===== src/logic/wdw_pkg.sv =====
// wdw_pkg: constants for the windowed watchdog enable and clear logic
// assumes a single system clock at 20 MHz and one watchdog tick input
package wdw_pkg;

    // =====================================================================
    // counter geometry
    localparam int          WDW_CNT_W        = 16;
    localparam logic [15:0] WDW_PERIOD_RST   = 16'h0400;

    // =====================================================================
    // configuration word one field positions
    localparam int          WDW_CW1_W        = 16;
    localparam int          WDW_WINDOW_DISABLE_CFG_BIT   = 6;

    // =====================================================================
    // reset control register field positions
    localparam int          WDW_RCTL_W       = 16;
    localparam int          WDW_SWEN_BIT     = 5;

    // =====================================================================
    // watchdog reset request pulse length in clocks
    localparam logic [3:0]  WDW_RST_PULSE    = 4'h1;

    typedef enum logic [1:0] {
        WDW_ST_OFF  = 2'b00,
        WDW_ST_RUN  = 2'b01,
        WDW_ST_FIRE = 2'b10
    } wdw_state_type;

endpackage : wdw_pkg


===== src/logic/wdw_sync.sv =====
// wdw_sync: two-flop synchroniser for one level
// assumes the input is asynchronous to i_clk_sys
`timescale 1ns/1ps
module wdw_sync (
    // clock and reset
    input  wire logic i_clk_sys,
    input  wire logic i_rst_n,
    // data
    input  wire logic i_async,
    output logic      o_sync
);
    logic meta_q;

    always_ff @(posedge i_clk_sys or negedge i_rst_n) begin
        if (!i_rst_n) begin
            meta_q <= 1'b0;
            o_sync <= 1'b0;
        end else begin
            meta_q <= i_async;
            o_sync <= meta_q;
        end
    end
endmodule : wdw_sync


===== src/logic/wdw_core.sv =====
// wdw_core: watchdog enable selection, windowed clear and timeout
// assumes clear and enable writes come from core logic on i_clk_sys; the
// fuse, period strap and tick come from outside and are synchronised here
`timescale 1ns/1ps
module wdw_core
    import wdw_pkg::*;
(
    // clock and reset
    input  wire logic                        i_clk_sys,
    input  wire logic                        i_rst_n,
    // configuration fuses (static pins)
    input  wire logic [wdw_pkg::WDW_CW1_W-1:0] i_config_word_one,
    input  wire logic                        i_fuse_watchdog_enable,
    input  wire logic [wdw_pkg::WDW_CNT_W-1:0] i_period,
    // watchdog clock tick (asynchronous level, counted on rising edge)
    input  wire logic                        i_wdt_tick,
    // core side
    input  wire logic                        i_clear_watchdog_instr,
    input  wire logic                        i_rctl_wr,
    input  wire logic [wdw_pkg::WDW_RCTL_W-1:0] i_rctl_wdata,
    // status and reset request
    output logic                             o_soft_watchdog_enable,
    output logic                             o_window_mode,
    output logic                             o_running,
    output logic [wdw_pkg::WDW_CNT_W-1:0]    o_count,
    output logic                             o_wdt_reset_req,
    output logic                             o_timeout_flag,
    output logic                             o_window_violation
);
    import wdw_pkg::*;

    // =====================================================================
    // input synchronisers
    logic fuse_s;
    logic window_disable_cfg_s;
    logic tick_s;
    logic tick_prev_q;
    logic [WDW_CNT_W-1:0] period_s;

    wdw_sync u_sync_fuse (
        .i_clk_sys (i_clk_sys),
        .i_rst_n   (i_rst_n),
        .i_async   (i_fuse_watchdog_enable),
        .o_sync    (fuse_s)
    );
    // reset value 0 of window_disable_cfg_s briefly means window mode; harmless as the
    // counter is held in reset for the same two cycles
    wdw_sync u_sync_window_disable_cfg (
        .i_clk_sys (i_clk_sys),
        .i_rst_n   (i_rst_n),
        .i_async   (i_config_word_one[WDW_WINDOW_DISABLE_CFG_BIT]),
        .o_sync    (window_disable_cfg_s)
    );
    wdw_sync u_sync_tick (
        .i_clk_sys (i_clk_sys),
        .i_rst_n   (i_rst_n),
        .i_async   (i_wdt_tick),
        .o_sync    (tick_s)
    );

    // the period is a static strap, so each bit may cross alone; a period
    // changed while the watchdog runs could be seen half old, half new
    for (genvar gi = 0; gi < WDW_CNT_W; gi++) begin : g_period_sync
        wdw_sync u_sync_period (
            .i_clk_sys (i_clk_sys),
            .i_rst_n   (i_rst_n),
            .i_async   (i_period[gi]),
            .o_sync    (period_s[gi])
        );
    end

    always_ff @(posedge i_clk_sys or negedge i_rst_n) begin
        if (!i_rst_n) begin
            tick_prev_q <= 1'b0;
        end else begin
            tick_prev_q <= tick_s;
        end
    end

    logic tick_edge;
    assign tick_edge = tick_s & ~tick_prev_q;

    // =====================================================================
    // enable selection
    logic swen_q;

    always_ff @(posedge i_clk_sys or negedge i_rst_n) begin
        if (!i_rst_n) begin
            swen_q <= 1'b0;
        end else if (i_rctl_wr) begin
            swen_q <= i_rctl_wdata[WDW_SWEN_BIT];
        end
    end

    logic enabled;
    logic window_mode;
    assign enabled     = fuse_s | swen_q;
    assign window_mode = ~window_disable_cfg_s;

    // =====================================================================
    // window decode: open once count reaches three quarters of period
    logic [WDW_CNT_W-1:0] cnt_q;
    logic [WDW_CNT_W-1:0] win_start;
    logic                 win_open;
    logic                 at_period;
    logic                 early_clear;
    logic                 good_clear;

    assign win_start   = period_s - (period_s >> 2);
    assign win_open    = cnt_q >= win_start;
    // the tick that would make the count reach the period is the timeout
    assign at_period   = tick_edge && (cnt_q >= period_s - 16'h0001);
    assign early_clear = enabled && i_clear_watchdog_instr && window_mode && !win_open;
    assign good_clear  = enabled && i_clear_watchdog_instr && !early_clear;

    // =====================================================================
    // state and counter
    wdw_state_type        st_q;
    logic [3:0]           pulse_q;
    // state decodes kept on flops so the reset request leaves glitch free
    logic                 run_q;
    logic                 req_q;

    always_ff @(posedge i_clk_sys or negedge i_rst_n) begin
        if (!i_rst_n) begin
            st_q    <= WDW_ST_OFF;
            cnt_q   <= 16'h0000;
            pulse_q <= 4'h0;
            run_q   <= 1'b0;
            req_q   <= 1'b0;
        end else begin
            case (st_q)
                WDW_ST_OFF: begin
                    cnt_q <= 16'h0000;
                    if (enabled) begin
                        st_q  <= WDW_ST_RUN;
                        run_q <= 1'b1;
                    end
                end
                WDW_ST_RUN: begin
                    if (!enabled) begin
                        st_q  <= WDW_ST_OFF;
                        cnt_q <= 16'h0000;
                        run_q <= 1'b0;
                    end else if (early_clear || (at_period && !good_clear)) begin
                        st_q    <= WDW_ST_FIRE;
                        cnt_q   <= 16'h0000;
                        pulse_q <= WDW_RST_PULSE;
                        run_q   <= 1'b0;
                        req_q   <= 1'b1;
                    end else if (good_clear) begin
                        // a late clear on the timeout tick still counts as serviced
                        cnt_q <= 16'h0000;
                    end else if (tick_edge) begin
                        cnt_q <= cnt_q + 16'h0001;
                    end
                end
                WDW_ST_FIRE: begin
                    if (pulse_q <= 4'h1) begin
                        pulse_q <= 4'h0;
                        st_q    <= enabled ? WDW_ST_RUN : WDW_ST_OFF;
                        run_q   <= enabled;
                        req_q   <= 1'b0;
                    end else begin
                        pulse_q <= pulse_q - 4'h1;
                    end
                end
                default: begin
                    st_q  <= WDW_ST_OFF;
                    run_q <= 1'b0;
                    req_q <= 1'b0;
                end
            endcase
        end
    end

    // =====================================================================
    // sticky cause flags, cleared by device reset only
    logic tmo_q;
    logic viol_q;

    always_ff @(posedge i_clk_sys or negedge i_rst_n) begin
        if (!i_rst_n) begin
            tmo_q  <= 1'b0;
            viol_q <= 1'b0;
        end else if (st_q == WDW_ST_RUN && enabled) begin
            if (early_clear) begin
                viol_q <= 1'b1;
            end else if (at_period && !good_clear) begin
                tmo_q <= 1'b1;
            end
        end
    end

    // =====================================================================
    // outputs
    logic winm_q;
    always_ff @(posedge i_clk_sys or negedge i_rst_n) begin
        if (!i_rst_n) begin
            winm_q <= 1'b0;
        end else begin
            winm_q <= window_mode;
        end
    end

    assign o_soft_watchdog_enable = swen_q;
    assign o_window_mode          = winm_q;
    assign o_running              = run_q;
    assign o_count                = cnt_q;
    assign o_wdt_reset_req        = req_q;
    assign o_timeout_flag         = tmo_q;
    assign o_window_violation     = viol_q;

endmodule : wdw_core


===== config.mk =====
export PLATFORM = sky130hd
export DESIGN_NAME = wdw_core
export DESIGN_NICKNAME = d
export VERILOG_FILES = /design/src/logic/wdw_pkg.sv /design/src/logic/wdw_sync.sv /design/src/logic/wdw_core.sv
export SDC_FILE = /design/constraint.sdc
export NUM_CORES = 1
export LEC_CHECK = 0
export BUFFER_PORTS_ARGS = -buffer_cell sky130_fd_sc_hd__buf_4
export CORE_MARGIN = 10
export CORE_UTILIZATION = 50
export DETAILED_ROUTE_END_ITERATION = 12
export MAX_ROUTING_LAYER = met4
export PLACE_DENSITY = 0.83
export SLEW_MARGIN = 15
export SYNTH_ARGS = -nofsm -noshare
export SYNTH_HDL_FRONTEND = slang
export SYNTH_HIERARCHICAL = 1
export SYNTH_SLANG_ARGS = --single-unit

===== constraint.sdc =====
create_clock -name i_clk_sys -period 4.2 [get_ports i_clk_sys]
set_clock_uncertainty 0.2 [all_clocks]
set_input_delay 0.42 -clock i_clk_sys [delete_from_list [all_inputs] [get_ports i_clk_sys]]
set_output_delay 0.42 -clock i_clk_sys [all_outputs]
set_load 0.005 [all_outputs]

==> impl_metrics.yaml <==
detailed_routing:
  vias: 3509
  wl_per_cell_um: 16.2
  viasPerCell: 5.61
  initialDrtViolationCount: 172
  routed_wl_mm: 10.1
  drc: 0
  ant_nets: 0
  first_pass_iters: 4
clock_network:
  cts_inserted_buffers: 9
  h-tree-depth: 3
  cts_sinks: 67
  insertion_delay_ps: 350
  clockBufferDepth: 2
  clkTransAtPathRegs_ps: 70
  tritoncts: "built"
  cts_root_buffer: "clkbuf_8"
run_status:
  status: "finished with violations"
  violations: "negative setup slack"
global_routing:
  grt.overflow.total: 0
  grt_pass1_wl_mm: 17.3
  grt_max_degree: 68
  antenna_found_initial: 0
  grt_pass1_vias: 3687
  grt_util_all_layers: 0.184
critical_path:
  reg2reg_to: "pulse_q[2]"
  reg2reg_depth: 19
  critPathKind: "flop to flop"
  r2r-start: "g_period_sync[0].u_sync_period/o_sync"
  critPathArrivalTime_ps: 4320
  worstSetupStartpointType: "flop"
  critPathMaxFanout: 3
  crit_path_end_kind: "flop"
  required_ps: 4240
  r2r_setup_slack_ps: -80
floorplan:
  row_count: 32
  dieArea_um2: 12100
  pin_count: 76
  die_width_um: 110
  die_y_um: 110
  initial_core_util: 0.519
  core_area_um2: 7810
cells_and_area:
  layout.nets: 624
  area_growth_pct: 29.9
  drive_above_1_share: 0.235
  antenna_cells: 0
  stdcell_count: 626
  final_area_um2: 5270
power:
  switching_share: 0.298
  p_int_mw: 1.41
  clkPwrFrac: 0.355
  switchingPower_uw: 599
  power.density_nw_per_um2: 382
  combinationalPowerShare: 0.267
  peakVddDrop_uv: 323
  sequentialPowerShare: 0.378
  p_leak_nw: 2.55
run:
  maxCapViolCount: 0
synthesis:
  ys.flop_type: "dfrtp_1"
  synth_warnings: 6
  ys_types: 61
  seq_area_frac_synth: 0.413
  syn_nets: 519
  synth.avg_cell_area_um2: 9.80
  synth_edf_count: 0
  ys_async_sr_fraction: 1.00
  ys_seq_elements: 67
  synthCells: 414
  syn_area_um2: 4060
worst_hold_path:
  min_path_type: "primary input to flop"
  min_path_cells: 2
  min_from: "i_rctl_wdata[5]"
  holdPathEnd: "o_soft_watchdog_enable"
placement:
  dp_hpwl_mm: 7.29
  numPortBuffers: 45
  dp.cells: 580
  placed_area_um2: 4670
  gp_congestion: 0.927
sta:
  slew_headroom: 0.422
  rsz0062_at_grt: "yes"
  finalHoldViolations: 0
  fin_ws_ps: -80.5
  fmaxAchievable_mhz: 234
  drv_slew: 0
  min_period_over_period: 1.02
  worst_slew_pin_slew_ps: 854
  fin_crit_ps: 4280
  setup_viol: 2
what timing repair did:
item	in CTS	in global routing
setup endpoints to repair	4	19
resized for setup	6	7
pin swaps	12	19
setup buffers	3	7
endpoints found under the hold margin	20	0
hold buffers	20	0
cells in the final DEF, fill, tap and decap left out, types with 2 or more instances in the layout:
| cell type | instances |
|---|---|
| a211o_1 | 3 |
| a211oi_2 | 3 |
| a21o_1 | 7 |
| a21oi_1 | 13 |
| a21oi_2 | 4 |
| a31oi_1 | 3 |
| and3_1 | 8 |
| buf_4 | 78 |
| bufinv_16 | 4 |
| clkbuf_8 | 9 |
| clkinv_4 | 2 |
| dfrtp_1 | 67 |
| dlygate4sd3_1 | 20 |
| ha_1 | 49 |
| inv_1 | 29 |
| inv_2 | 2 |
| nand2_1 | 51 |
| nand3_1 | 5 |
| nand4_1 | 4 |
| nor2_1 | 22 |
| nor2b_1 | 5 |
| nor3_1 | 10 |
| nor3_2 | 2 |
| nor3b_1 | 4 |
| nor4_1 | 3 |
| o211ai_1 | 5 |
| o21a_1 | 3 |
| o21ai_0 | 34 |
| o21ai_1 | 10 |
| o21ai_2 | 3 |
| o31ai_1 | 2 |
| xnor2_1 | 23 |
| xor2_1 | 5 |
worst max path at each step:
stage / cells past startpoint / start / endpoint
after floorplan: 19 / g_period_sync[0].u_sync_period/o_sync / pulse_q[2]
after global routing: 19 / g_period_sync[0].u_sync_period/o_sync / pulse_q[2]
after global placement: 19 / g_period_sync[0].u_sync_period/o_sync / pulse_q[2]
after detailed placement: 19 / g_period_sync[0].u_sync_period/o_sync / pulse_q[2]
after CTS: 19 / g_period_sync[0].u_sync_period/o_sync / pulse_q[2]
final: 19 / g_period_sync[0].u_sync_period/o_sync / pulse_q[2]
state kept, by name, summed over array words and instances (netlist names):
register                            cells
g_period_sync.u_sync_period/meta_q     16
o_running                               1
tick_prev_q                             1
u_sync_window_disable_cfg/meta_q        1
o_soft_watchdog_enable                  1
u_sync_tick/o_sync                      1
o_timeout_flag                          1
u_sync_tick/meta_q                      1
o_window_violation                      1
o_count                                16
o_window_mode                           1
g_period_sync.u_sync_period/o_sync     16
pulse_q                                 4
st_q                                    2
u_sync_fuse/o_sync                      1
o_wdt_reset_req                         1
u_sync_window_disable_cfg/o_sync        1
u_sync_fuse/meta_q                      1
kinds of logic (layout without fill, tap and decap cells):
group,after synthesis,count (layout),share of synthesized area
AO/OA/AOI/OAI,104,104,0.171
XOR/XNOR,28,28,0.0605
adder cells (fa/ha/maj),51,51,0.159
buffers and inverters,35,145,0.0336
flip-flops,67,67,0.413
multiplexers,2,2,0.00525
AND/OR/NAND/NOR,127,127,0.157
metrics by stage:
stage	setup slack [ps]	setup TNS [ps]	hold WS, ps	utilization	power, mW
floorplan	153	0	-75.6	-	1.08
global placement	-55.8	-95.5	133	0.599	1.22
detailed placement	-186	-472	135	0.599	1.26
CTS	12.5	0	105	0.664	1.99
global route	-202	-785	104	0.675	2.13
finish	-80.5	-137	108	0.675	2.01
layer usage:
| layer | track usage | vias to the layer above | routed length [um] | share of wire |
|---|---|---|---|---|
| li1 | - | 1679 | - | - |
| met1 | 0.204 | 1725 | 4260 | 0.42 |
| met2 | 0.318 | 85 | 5250 | 0.52 |
| met4 | 0.0669 | 0 | 199 | 0.020 |
| met3 | 0.0424 | 20 | 442 | 0.044 |
| met5 | - | - | 0 | 0 |
power groups by stage:
stage	clock network [mW]	registers, mW	logic (mW)
2_1_floorplan	0	0.762	0.318
3_3_place_gp	0	0.766	0.458
3_5_place_dp	0	0.770	0.486
4_1_cts	0.722	0.759	0.511
5_1_grt	0.755	0.769	0.604
6_report	0.714	0.760	0.538
Yosys cell counts (4+ instances only):
master / instances / area share
inv_1: 31 / 0.029
a21oi_1: 16 / 0.020
nand4_1: 4 / 0.0062
and3_1: 8 / 0.012
nor2_1: 22 / 0.020
xnor2_1: 23 / 0.050
o211ai_1: 5 / 0.0093
nor3b_1: 4 / 0.0074
a21o_1: 7 / 0.013
xor2_1: 5 / 0.011
o21ai_0: 34 / 0.042
o21ai_1: 10 / 0.012
nor3_1: 10 / 0.012
nor2b_1: 5 / 0.0077
dfrtp_1: 67 / 0.41
ha_1: 50 / 0.15
nand3_1: 5 / 0.0062
nand2_1: 51 / 0.047
critical path, stage by stage, from the launching register on:
cell and delay, ps:
dfrtp_1 400, inv_2 80, ha_4 130, inv_2 30, fa_2 350, a21o_1 200, a21oi_2 180, o211ai_1 160
a21oi_2 240, o41ai_2 110, a21oi_1 200, xnor2_1 150, ha_1 260, a21o_1 210, a2111oi_4 360, o211ai_1 170
a21oi_2 210, a22oi_2 90, and2_4 180, a211o_1 250
layout make-up:
| type | count | area [um2] |
|---|---|---|
| Fill cell | 542 | 2540 |
| Multi-Input combinational cell | 312 | 2290 |
| Sequential cell | 67 | 1680 |
| Timing Repair Buffer | 98 | 786 |
| Clock inverter | 6 | 138 |
| Clock buffer | 10 | 128 |
| Tap cell | 102 | 128 |
| Inverter | 31 | 116 |
No activity file was read; power rests on OpenSTA's default activity.
